File: src/hw/spc_defines.vh
/*
 * Shared constants for the supply control pin logic: bus address base,
 * read command codes and timing figures.
 * Assumes the includer uses the constants as plain integers or sized literals.
 */
`ifndef SPC_DEFINES_VH
`define SPC_DEFINES_VH

// Clock rate in kHz, so that a time in ms times this rate gives cycles
`define SPC_CLK_KHZ 250000

// Debounce of the two output-control inputs, in ms
`define SPC_CTRL_DEB_MS 5
// Least spacing between output-enable transitions, in ms
`define SPC_LOCK_MS 5
// Debounce of the slot-address inputs, in ms
`define SPC_ADDR_DEB_MS 5

// Slot address base; the low two bits come from the slot pins
`define SPC_ADDR_BASE 7'h20

// Read command codes
`define SPC_CMD_TEMP_MAX 8'h21
`define SPC_CMD_TEMP_BOTH 8'h92
// Reply byte for commands that have no data here
`define SPC_REPLY_NONE 8'hff

// Reset values
`define SPC_CMD_RESET 8'h00

`endif

File: src/hw/spc_i2c_target.v
/*
 * One I2C target port answering the temperature read commands.
 * Assumes scl and sda arrive from pins asynchronously, that the pins are
 * open drain with pull-ups outside, and that own_addr is steady once
 * addr_valid is high.
 */
`include "spc_defines.vh"

module spc_i2c_target (
  input wire clk,
  input wire rst_n,
  input wire scl_i,
  output reg scl_o,
  output reg scl_oe,
  input wire sda_i,
  output reg sda_o,
  output reg sda_oe,
  input wire [6:0] own_addr,
  input wire addr_valid,
  input wire [7:0] temp_hi,
  input wire [7:0] temp_a,
  input wire [7:0] temp_b
);
  localparam [4:0] ST_IDLE = 5'h01;
  localparam [4:0] ST_RX = 5'h02;
  localparam [4:0] ST_ACK = 5'h04;
  localparam [4:0] ST_TX = 5'h08;
  localparam [4:0] ST_MACK = 5'h10;

  reg [1:0] scl_sync_reg;
  reg [1:0] sda_sync_reg;
  reg scl_prev_reg;
  reg sda_prev_reg;
  reg [4:0] state_reg;
  reg [3:0] bit_cnt_reg;
  reg [7:0] rx_reg;
  reg [7:0] tx_reg;
  reg [7:0] cmd_reg;
  reg [1:0] byte_idx_reg;
  reg is_addr_reg;
  reg rd_reg;
  reg mnack_reg;
  reg [7:0] tx_data;

  wire scl_s = scl_sync_reg[1];
  wire sda_s = sda_sync_reg[1];
  wire scl_rise = scl_s & ~scl_prev_reg;
  wire scl_fall = ~scl_s & scl_prev_reg;
  wire start_seen = scl_s & scl_prev_reg & sda_prev_reg & ~sda_s;
  wire stop_seen = scl_s & scl_prev_reg & ~sda_prev_reg & sda_s;

  // Reply byte for the current position in the read
  always @* begin
    tx_data = `SPC_REPLY_NONE;
    if (cmd_reg == `SPC_CMD_TEMP_MAX && byte_idx_reg == 2'd0)
      tx_data = temp_hi;
    else if (cmd_reg == `SPC_CMD_TEMP_BOTH && byte_idx_reg == 2'd0)
      tx_data = temp_a;
    else if (cmd_reg == `SPC_CMD_TEMP_BOTH && byte_idx_reg == 2'd1)
      tx_data = temp_b;
  end

  always @(posedge clk) begin
    if (!rst_n) begin
      scl_sync_reg <= 2'b11;
      sda_sync_reg <= 2'b11;
      scl_prev_reg <= 1'b1;
      sda_prev_reg <= 1'b1;
      state_reg <= ST_IDLE;
      bit_cnt_reg <= 4'h0;
      rx_reg <= 8'h00;
      tx_reg <= 8'h00;
      cmd_reg <= `SPC_CMD_RESET;
      byte_idx_reg <= 2'd0;
      is_addr_reg <= 1'b0;
      rd_reg <= 1'b0;
      mnack_reg <= 1'b0;
      scl_o <= 1'b0;
      scl_oe <= 1'b0;
      sda_o <= 1'b0;
      sda_oe <= 1'b0;
    end else begin
      scl_sync_reg <= {scl_sync_reg[0], scl_i};
      sda_sync_reg <= {sda_sync_reg[0], sda_i};
      scl_prev_reg <= scl_s;
      sda_prev_reg <= sda_s;
      if (start_seen) begin
        // A repeated start keeps the command for the read that follows
        state_reg <= addr_valid ? ST_RX : ST_IDLE;
        is_addr_reg <= 1'b1;
        bit_cnt_reg <= 4'h0;
        sda_oe <= 1'b0;
      end else if (stop_seen) begin
        state_reg <= ST_IDLE;
        sda_oe <= 1'b0;
      end else if (scl_rise) begin
        if (state_reg == ST_RX) begin
          rx_reg <= {rx_reg[6:0], sda_s};
          bit_cnt_reg <= bit_cnt_reg + 4'h1;
        end
        if (state_reg == ST_MACK)
          mnack_reg <= sda_s;
      end else if (scl_fall) begin
        case (state_reg)
          ST_RX: begin
            if (bit_cnt_reg == 4'h8) begin
              if (is_addr_reg) begin
                if (rx_reg[7:1] == own_addr) begin
                  rd_reg <= rx_reg[0];
                  sda_oe <= 1'b1;
                  state_reg <= ST_ACK;
                end else begin
                  state_reg <= ST_IDLE;
                end
              end else begin
                cmd_reg <= rx_reg;
                byte_idx_reg <= 2'd0;
                sda_oe <= 1'b1;
                state_reg <= ST_ACK;
              end
            end
          end
          ST_ACK: begin
            bit_cnt_reg <= 4'h0;
            if (is_addr_reg && rd_reg) begin
              sda_oe <= ~tx_data[7];
              tx_reg <= {tx_data[6:0], 1'b0};
              byte_idx_reg <= byte_idx_reg + 2'd1;
              bit_cnt_reg <= 4'h1;
              state_reg <= ST_TX;
            end else begin
              sda_oe <= 1'b0;
              state_reg <= ST_RX;
            end
            is_addr_reg <= 1'b0;
          end
          ST_TX: begin
            if (bit_cnt_reg == 4'h8) begin
              sda_oe <= 1'b0;
              state_reg <= ST_MACK;
            end else begin
              sda_oe <= ~tx_reg[7];
              tx_reg <= {tx_reg[6:0], 1'b0};
              bit_cnt_reg <= bit_cnt_reg + 4'h1;
            end
          end
          ST_MACK: begin
            if (mnack_reg) begin
              state_reg <= ST_IDLE;
            end else begin
              sda_oe <= ~tx_data[7];
              tx_reg <= {tx_data[6:0], 1'b0};
              byte_idx_reg <= byte_idx_reg + 2'd1;
              bit_cnt_reg <= 4'h1;
              state_reg <= ST_TX;
            end
          end
          default: begin
            state_reg <= ST_IDLE;
          end
        endcase
      end
    end
  end
endmodule // spc_i2c_target

File: src/hw/spc_top.v
/*
 * Control and status pin logic of a backplane supply: output-control
 * decode with debounce and lockout, slot address capture, two open-drain
 * status lines and two identical I2C target ports.
 * Assumes every pin input is asynchronous to clk, supply_ready and
 * out_of_spec come from the power stage, and temperatures are steady words.
 */
`include "spc_defines.vh"

// Operation
// Primary control low with hold-off high enables all rails, both low enables aux only, primary high disables all.
// Both output-control inputs are debounced before the decode acts on them.
// Successive output-enable transitions are spaced by at least the lockout time; early requests wait.
// The active-low slot pins give bus address 20h to 23h, an open pin reading as one.
// Both slot pins are debounced before the address is formed.
// The slot address is latched once after power-up and held until the next power cycle.
// Two I2C ports answer at the same latched address with identical behaviour.
// The fault line is open drain, follows the hold line during power-up, and later pulls low on out-of-spec.
// The hold line is pulled low during power-up and released once the supply is ready.
// Command 21h returns the higher of the two sensor temperatures.
// Command 92h returns both sensor temperatures.
// The system manager uses the slot address and may reach the same functions on either port.
module spc_top #(
  parameter integer CTRL_DEB = `SPC_CTRL_DEB_MS * `SPC_CLK_KHZ,
  parameter integer ADDR_DEB = `SPC_ADDR_DEB_MS * `SPC_CLK_KHZ,
  parameter integer LOCK_CYC = `SPC_LOCK_MS * `SPC_CLK_KHZ,
  parameter integer CW = 21
) (
  input wire clk,
  input wire rst_n,
  input wire run_req_n,
  input wire hold_off_n,
  input wire slot_id_bit0_n,
  input wire slot_id_bit1_n,
  input wire supply_ready,
  input wire out_of_spec,
  input wire [7:0] temp_a,
  input wire [7:0] temp_b,
  output reg main_on,
  output reg aux_on,
  input wire system_hold_n_i,
  output reg system_hold_n_o,
  output reg system_hold_n_oe,
  input wire fault_n_i,
  output reg fault_n_o,
  output reg fault_n_oe,
  input wire i2c0_scl_i,
  output wire i2c0_scl_o,
  output wire i2c0_scl_oe,
  input wire i2c0_sda_i,
  output wire i2c0_sda_o,
  output wire i2c0_sda_oe,
  input wire i2c1_scl_i,
  output wire i2c1_scl_o,
  output wire i2c1_scl_oe,
  input wire i2c1_sda_i,
  output wire i2c1_sda_o,
  output wire i2c1_sda_oe
);
  localparam [CW-1:0] CTRL_LIM = CTRL_DEB[CW-1:0];
  localparam [CW-1:0] ADDR_LIM = ADDR_DEB[CW-1:0];
  localparam [CW-1:0] LOCK_LIM = LOCK_CYC[CW-1:0];
  // Capture eight cycles after one full address debounce so the filter has settled
  localparam [CW-1:0] CAP_AT = ADDR_LIM + 4'h8;

  // Index 0/1: output-control inputs, 2/3: slot bits
  wire [3:0] raw_in = {slot_id_bit1_n, slot_id_bit0_n, hold_off_n, run_req_n};
  wire [3:0] filt;

  reg [1:0] rdy_sync_reg;
  reg [1:0] oos_sync_reg;
  reg [CW-1:0] pwr_cnt_reg;
  reg addr_locked_reg;
  reg [6:0] slot_addr_reg;
  reg pwr_done_reg;
  reg [CW-1:0] lock_cnt_reg;
  reg [7:0] temp_hi_reg;

  genvar gi;
  generate
    for (gi = 0; gi < 4; gi = gi + 1) begin : g_deb
      reg [1:0] sync_reg;
      reg stable_reg;
      reg [CW-1:0] cnt_reg;
      wire [CW-1:0] lim = (gi < 2) ? CTRL_LIM : ADDR_LIM;
      // Pull-ups make an open pin read high, so the filter starts high
      always @(posedge clk) begin
        if (!rst_n) begin
          sync_reg <= 2'b11;
          stable_reg <= 1'b1;
          cnt_reg <= {CW{1'b0}};
        end else begin
          sync_reg <= {sync_reg[0], raw_in[gi]};
          if (sync_reg[1] == stable_reg) begin
            cnt_reg <= {CW{1'b0}};
          end else if (cnt_reg >= lim - 1'b1) begin
            stable_reg <= sync_reg[1];
            cnt_reg <= {CW{1'b0}};
          end else begin
            cnt_reg <= cnt_reg + 1'b1;
          end
        end
      end
      assign filt[gi] = stable_reg;
    end
  endgenerate

  wire en_f = filt[0];
  wire inh_f = filt[1];
  // Decoded only from filtered levels; a glitch never reaches the rails
  reg want_aux;
  reg want_main;

  // Truth table of the two filtered active-low controls
  always @* begin
    want_aux = 1'b0;
    want_main = 1'b0;
    if (pwr_done_reg) begin
      case ({en_f, inh_f})
        2'b01: begin
          want_aux = 1'b1;
          want_main = 1'b1;
        end
        2'b00: begin
          want_aux = 1'b1;
        end
        default: begin
          want_aux = 1'b0;
        end
      endcase
    end
  end

  wire lock_done = (lock_cnt_reg == {CW{1'b0}});
  wire new_start = lock_done & ((want_aux & ~aux_on) | (want_main & ~main_on));

  always @(posedge clk) begin
    if (!rst_n) begin
      rdy_sync_reg <= 2'b00;
      oos_sync_reg <= 2'b00;
      pwr_cnt_reg <= {CW{1'b0}};
      addr_locked_reg <= 1'b0;
      slot_addr_reg <= `SPC_ADDR_BASE;
      pwr_done_reg <= 1'b0;
      temp_hi_reg <= 8'h00;
    end else begin
      rdy_sync_reg <= {rdy_sync_reg[0], supply_ready};
      oos_sync_reg <= {oos_sync_reg[0], out_of_spec};
      temp_hi_reg <= (temp_a > temp_b) ? temp_a : temp_b;
      if (!addr_locked_reg) begin
        if (pwr_cnt_reg >= CAP_AT) begin
          // Latched once; later pin changes wait for the next power cycle
          addr_locked_reg <= 1'b1;
          slot_addr_reg <= `SPC_ADDR_BASE | {5'h00, ~filt[3], ~filt[2]};
        end else begin
          pwr_cnt_reg <= pwr_cnt_reg + 1'b1;
        end
      end
      if (addr_locked_reg && rdy_sync_reg[1])
        pwr_done_reg <= 1'b1;
    end
  end

  // Disabling is immediate; only turning a rail on is held by the lockout
  always @(posedge clk) begin
    if (!rst_n) begin
      main_on <= 1'b0;
      aux_on <= 1'b0;
      lock_cnt_reg <= {CW{1'b0}};
    end else begin
      // A rail that is already on stays on while the lockout runs
      if (!want_aux)
        aux_on <= 1'b0;
      else if (lock_done)
        aux_on <= 1'b1;
      if (!want_main)
        main_on <= 1'b0;
      else if (lock_done)
        main_on <= 1'b1;
      if (new_start)
        lock_cnt_reg <= LOCK_LIM;
      else if (!lock_done)
        lock_cnt_reg <= lock_cnt_reg - 1'b1;
    end
  end

  always @(posedge clk) begin
    if (!rst_n) begin
      system_hold_n_o <= 1'b0;
      system_hold_n_oe <= 1'b1;
      fault_n_o <= 1'b0;
      fault_n_oe <= 1'b1;
    end else begin
      system_hold_n_o <= 1'b0;
      fault_n_o <= 1'b0;
      system_hold_n_oe <= ~pwr_done_reg;
      // While powering up the fault line mirrors the hold line
      fault_n_oe <= pwr_done_reg ? oos_sync_reg[1] : 1'b1;
    end
  end

  // Both ports see the same address and data, so they answer alike
  spc_i2c_target u_port0 (
    .clk(clk),
    .rst_n(rst_n),
    .scl_i(i2c0_scl_i),
    .scl_o(i2c0_scl_o),
    .scl_oe(i2c0_scl_oe),
    .sda_i(i2c0_sda_i),
    .sda_o(i2c0_sda_o),
    .sda_oe(i2c0_sda_oe),
    .own_addr(slot_addr_reg),
    .addr_valid(addr_locked_reg),
    .temp_hi(temp_hi_reg),
    .temp_a(temp_a),
    .temp_b(temp_b)
  );

  spc_i2c_target u_port1 (
    .clk(clk),
    .rst_n(rst_n),
    .scl_i(i2c1_scl_i),
    .scl_o(i2c1_scl_o),
    .scl_oe(i2c1_scl_oe),
    .sda_i(i2c1_sda_i),
    .sda_o(i2c1_sda_o),
    .sda_oe(i2c1_sda_oe),
    .own_addr(slot_addr_reg),
    .addr_valid(addr_locked_reg),
    .temp_hi(temp_hi_reg),
    .temp_a(temp_a),
    .temp_b(temp_b)
  );
endmodule // spc_top
File: config.mk
export PLATFORM = sky130hd
export DESIGN_NAME = spc_top
export DESIGN_NICKNAME = d
export VERILOG_FILES = /design/src/hw/spc_i2c_target.v /design/src/hw/spc_top.v
export VERILOG_INCLUDE_DIRS = /design/src /design/src/hw
export SDC_FILE = /design/constraint.sdc
export NUM_CORES = 1
export LEC_CHECK = 0
export BUFFER_PORTS_ARGS = -buffer_cell sky130_fd_sc_hd__buf_2
export CELL_PAD_IN_SITES_DETAIL_PLACEMENT = 1
export CELL_PAD_IN_SITES_GLOBAL_PLACEMENT = 1
export CORE_ASPECT_RATIO = 1.75
export CORE_UTILIZATION = 36
export CTS_CLUSTER_DIAMETER = 120
export DETAILED_ROUTE_END_ITERATION = 10
export PLACE_DENSITY = 0.67
export SLEW_MARGIN = 0
export SYNTH_ARGS = -nofsm -noshare
export SYNTH_HDL_FRONTEND = slang
export SYNTH_SLANG_ARGS = --single-unit
export TNS_END_PERCENT = 30
File: constraint.sdc
create_clock -name clk -period 2.2 [get_ports clk]
set_clock_uncertainty 0.05 [all_clocks]
set_input_delay 0 -clock clk [delete_from_list [all_inputs] [get_ports clk]]
set_output_delay 0 -clock clk [all_outputs]
set_load 0.03 [all_outputs]
# Word level (Yosys, flattened, before mapping)
# Index checks and enable logic that the tools add are counted.
classes:
  addsub: 10
  mul: 0
  div_mod_pow: 0
  n_lt_le_gt_ge: 6
  eq_ne: 52
  n_shift: 0
  n_mux: 94
  bitwise: 50
  n_reduce_logical: 68
op_table:
  columns: ["operator", "count"]
  rows:
  - ["21-bit by 1-bit adder with 21-bit output, second input constant", 5]
  - ["21-bit greater-or-equal comparator, second input constant", 5]
  - ["8-bit two-way mux", 13]
  - ["5-bit two-way mux", 12]
  - ["4-bit two-way mux", 14]
  - ["8-bit case mux with 3 select lines", 2]
  - ["21-bit two-way mux", 2]
  - ["5-bit case mux with 4 select lines", 2]
  - ["1-bit NOT", 32]
  - ["4-bit AND reduction", 8]
  - ["8-bit AND reduction", 4]
  - ["1-bit two-way mux", 30]
  - ["2-bit inequality test, second input constant", 12]
  - ["4-bit case mux with 3 select lines", 2]
  - ["6-bit AND reduction", 4]
  - ["21-bit logical NOT", 1]
  - ["21-bit by 1-bit subtractor with 21-bit output, second input constant", 1]
  - ["2-bit two-way mux", 9]
  - ["3-bit inequality test, second input constant", 6]
  - ["2-bit AND reduction", 9]
  - ["9-bit AND reduction", 2]
  - ["3-bit nonzero test", 6]
  - ["3-bit OR reduction", 6]
  - ["1-bit bitwise AND", 17]
  - ["27 further kinds", 76]
totals:
  ff_bits: 248
  latchBits: 0
  ramBits: 0
  mem_bits_ro: 0
  wordCells: 333
  n_memories: 0

# Logic depth before layout (Yosys ltp)
depth:
  depth_word: 9
  ltp_mapped: 9
  ltp_nobuf: 8

# Modules after synthesis
# Synthesis repeated with hierarchy kept, for this count alone.
hier_totals:
  cells_unflattened: 1435
  area_unflattened_um2: 12444.4
modules_own_cells:
  columns: ["module", "instances", "cells_each", "area_per_inst_um2", "seq_area_each_um2"]
  rows:
  - ["spc_top", 1, 841, 7347.0, 3163.0]
  - ["spc_i2c_target", 2, 297, 2548.7, 880.8]

# Worst setup path after synthesis
# Ideal clock, no wire load.
synth_path:
  path_type: "register -> register"
  from: "reg lock_cnt_reg[0]"
  to: "reg lock_cnt_reg[18]"
  setup_ns: 0.115
  arrival_ns: 2.000
  setup_slack_ns: 0.035
  stages_incl_launch_ff: 9
  n_path_buf: 2
  cell_sequence: "dfxtp_1 inv_1 ha_1 or4b_2 or3_1 buf_4 o21ai_2 buf_4 nor2_1"
synth_via:
  elab_chain_cells: 3
synth_lines:
  columns: ["element", "line", "source"]
  rows:
  - ["start: declaration", "spc_top.v:76", "reg [CW-1:0] lock_cnt_reg;"]
  - ["start signal: assignment", "spc_top.v:169", "lock_cnt_reg <= {CW{1'b0}};"]
  - ["start signal: assignment", "spc_top.v:183", "lock_cnt_reg <= lock_cnt_reg - 1'b1;"]
  - ["branches (longest 3 deep; another with 21-bit by 1-bit subtractor with 21-bit output)", null, null]
# Several ways; the timed one is not identified.
# A chain may end at the register's enable or synchronous reset.

# Worst setup path in the final report
layout_path:
  from: "reg u_port0.rx_reg[7]"
  to: "reg u_port0.sda_oe"
layout_via:
  elab_chain_cells: 3
layout_lines:
  columns: ["element", "line", "source"]
  rows:
  - ["start: declaration", "spc_i2c_target.v:36", "reg [7:0] rx_reg;"]
  - ["start signal: assignment", "spc_i2c_target.v:98", "rx_reg <= {rx_reg[6:0], sda_s};"]
  - ["7-bit by 6-bit == test with 1-bit output", "spc_i2c_target.v:108", "if (rx_reg[7:1] == own_addr) begin"]
  - ["3-bit inequality test (no line)", null, null]
  - ["6-bit AND reduction (no line)", null, null]
  - ["end signal: assignment", "spc_i2c_target.v:126", "sda_oe <= ~tx_data[7];"]
  - ["end signal: assignment", "spc_i2c_target.v:142", "sda_oe <= ~tx_reg[7];"]
  - ["end signal: assignment", "spc_i2c_target.v:151", "sda_oe <= ~tx_data[7];"]
  - ["end: declaration", "spc_i2c_target.v:17", "output reg sda_oe,"]
# Every way passes these cells.

==> results.txt <==
Root Buffer: clkbuf_16
average instance area after synthesis: 8.52 um2
Async SR Flop Fraction: 0%
Final Cell Area: 14,100 um2
# port buffers: 33
R2R depth: 6
post-synthesis mux area share: 3.63%
nets: 1,552
RR Endpoint: u_port0.sda_oe
number of vias per cell: 5.33
vias in the first global route: 10,700
worst hold endpoint: rdy_sync_reg[0]
reg2reg start: u_port0.rx_reg[7]
placed cell count: 1,830
crit path max fanout: 3
WL per Instance: 16.3 um
Slew @ Worst Pin: 0.608 ns
VDD IR max: 618 uV
Placement Cell Area: 12,800 um2
Tightest Hold Check Type: in -> reg
CTS tree: done
minimum clock period: 2.18 ns
Simple-Gate Fraction of Synth Area: 26.7%
Synth Area in Adders: 2.58%
vias: 10,200
XOR/XNOR Fraction of Synth Area: 8.07%
synthesized area: 11,600 um2
Leakage: 5.17 nW
Fillers: 3,763
share of post-route cells with drive strength above 1: 13.5%
pin count of the biggest net entering global routing: 54
Setup crit start kind: flop
main combinational cell family by area after synthesis: simple AND/OR/NAND/NOR gates
final hold vios: 0
crit share post-route: 99.1%
r2r setup slk: 0.02 ns
Syn Inst Count: 1,364
CTS Sinks: 246
Hold WS: 0.161 ns
WHS Path Cells: 3
CTS Buf Count: 25
clk_lat worst skew: 0.53 ns
die width: 138 um
Starting Density: 36.7%
FF+latch count, synth: 246
Die Y: 240 um
Synth Warn #: 0
drt first pass iters: 4
outcome: finished clean
initial antenna violation count: 1
pre-CTS WS: -0.130 ns
Power Density: 787 nW/um2
FMAX: 459 MHz
FP Rows: 86
number of max-cap violations: 0
Hold Path Origin: supply_ready
max-slew violations: 0
clk buf depth: 3
All-Layer GR Usage: 19.6%
post-route worst setup slack: 0.0207 ns
Synth Area in Compound Gates: 13.0%
DP HPWL: 22,400 um
post-route ant nets: 0
WP data required: 2.58 ns
post-route insts no fill: 1,911
clock-pin slew on the worst setup and hold paths: 0.07 ns
CORE AREA: 31,600 um2
Rel. slew slack: 59.5%
drt drc: 0
total global routing overflow: 0
CP Data Arrival Time: 2.56 ns
routability congestion estimate: 0.873
setup TNS: 0 ns
sequential-to-total area share from yosys stat: 42.4%
Final setup viols: 0
final WL: 31,200 um
total chip power: 11.1 mW
Main synth FF type: dfxtp_1
fin util: 44.4%
Cell variety after synth: 82
1st-iter DRT viols: 261
Die ar.: 33,000 um2
first-pass GRT wire length: 51,900 um
max reg flops: 84
H-Tree Depth: 1
Critical path origin: u_port0.rx_reg[7]
WS Path Type: reg -> reg
# IOs: 44
CP Capture Type: flop
P&R area growth vs syn: 21.0%
RSZ-0062 raised after global routing: yes
number of flops mapped to enable cells by yosys: 0
==> final cells by class <==
type                    count  area (um2)  area share [%]
diodes                      1        2.50          0.0178
clock buffers              34         709            5.05
clock inverters             9         105           0.747
inverters                  45         169            1.20
multi-input cells        1024        6400            45.5
flip-flops and latches    246        4930            35.0
well taps                 396         495            3.52
repair buffers            156        1250            8.90
==> worst max path at each step <==
stage                   endpoint  slack (ns)
6_report          u_port0.sda_oe        0.02
5_1_grt           u_port0.sda_oe       -0.06
4_1_cts        u_port1.tx_reg[1]       -0.02
3_5_place_dp    lock_cnt_reg[17]       -0.13
3_3_place_gp    lock_cnt_reg[17]       -0.06
2_1_floorplan   lock_cnt_reg[18]        0.04
==> kinds of logic (layout without fill, tap and decap cells) <==
logic type               count (synthesis)  count (layout)
AND/OR/NAND/NOR                        617             617
adder cells (fa/ha/maj)                 24              24
XOR/XNOR                               107             107
other                                    1               9
multiplexers                            42              42
buffers and inverters                  101             244
AO/OA/AOI/OAI                          226             226
flip-flops                             246             246
==> placed cells by master, fill, tap and decap left out, drive strengths merged, types with 22 or more instances in the layout <==
master	instances
ha	24
nand2	122
nand3	68
nor2	200
inv	45
xnor2	52
nor3	31
dlygate4sd3	35
a21oi	63
nor4	22
xor2	55
mux2i	41
buf	121
dfxtp	246
clkbuf	34
o21ai	46
nand2b	33
nand4	33
==> Yosys cell counts, drive strengths merged, types with 4 or more instances <==
cell,number,share of area (%)
nor3,31,1.4
ha,24,2.6
and2,16,0.86
a31oi,12,0.65
nor2,200,6.6
clkbuf,39,1.3
nand3b,6,0.39
a211oi,15,1.0
a22oi,5,0.32
xnor2,52,3.9
and3,16,0.86
o311ai,4,0.30
dfxtp,246,42
buf,17,0.94
xor2,55,4.1
inv,45,1.5
nand2,122,3.9
or3,14,0.75
a211o,8,0.60
mux2i,41,3.5
o221ai,5,0.38
nand3,68,2.9
nand4,33,1.8
o22ai,5,0.27
nor4,22,1.6
o2bb2ai,7,0.53
o21ai,46,2.0
o211ai,7,0.45
nand2b,33,1.8
or2,5,0.27
nand4b,6,0.45
and4,6,0.45
or4,8,0.52
a21o,4,0.26
nor4b,4,0.30
o31ai,8,0.56
nor2b,13,0.70
a21oi,63,2.7
==> where the power goes <==
| group | leakage [nW] | internal (mW) | switching, mW |
|---|---|---|---|
| logic | 2.78 | 0.873 | 1.02 |
| clock network | 0.389 | 2.49 | 1.79 |
| registers | 1.99 | 4.67 | 0.227 |
==> layer usage <==
layer  track usage, %  up-vias  share of wire (%)
met4             8.40        0                3.5
met3             2.43       66                2.3
met2             38.9      128                 56
met5                0        -                  0
met1             19.5     4953                 38
li1                 -     5039                  -
==> worst max-delay path: stages (launching register included) <==
cell and delay (ns):
dfxtp_1 0.32, or4b_2 0.69, o41a_1 0.46, a2bb2oi_1 0.16, nor2_1 0.17, nand3_1 0.09, o2111a_1 0.15
==> repair_timing <==
item / CTS / global route
pin swaps: 1 / 4
setup buffers: 0 / 2
resized for setup: 3 / 23
endpoints found under the hold margin: 87 / 0
endpoints found under the setup margin: 25 / 88
hold buffers: 35 / 0
Power figures use the tool's default switching activity.
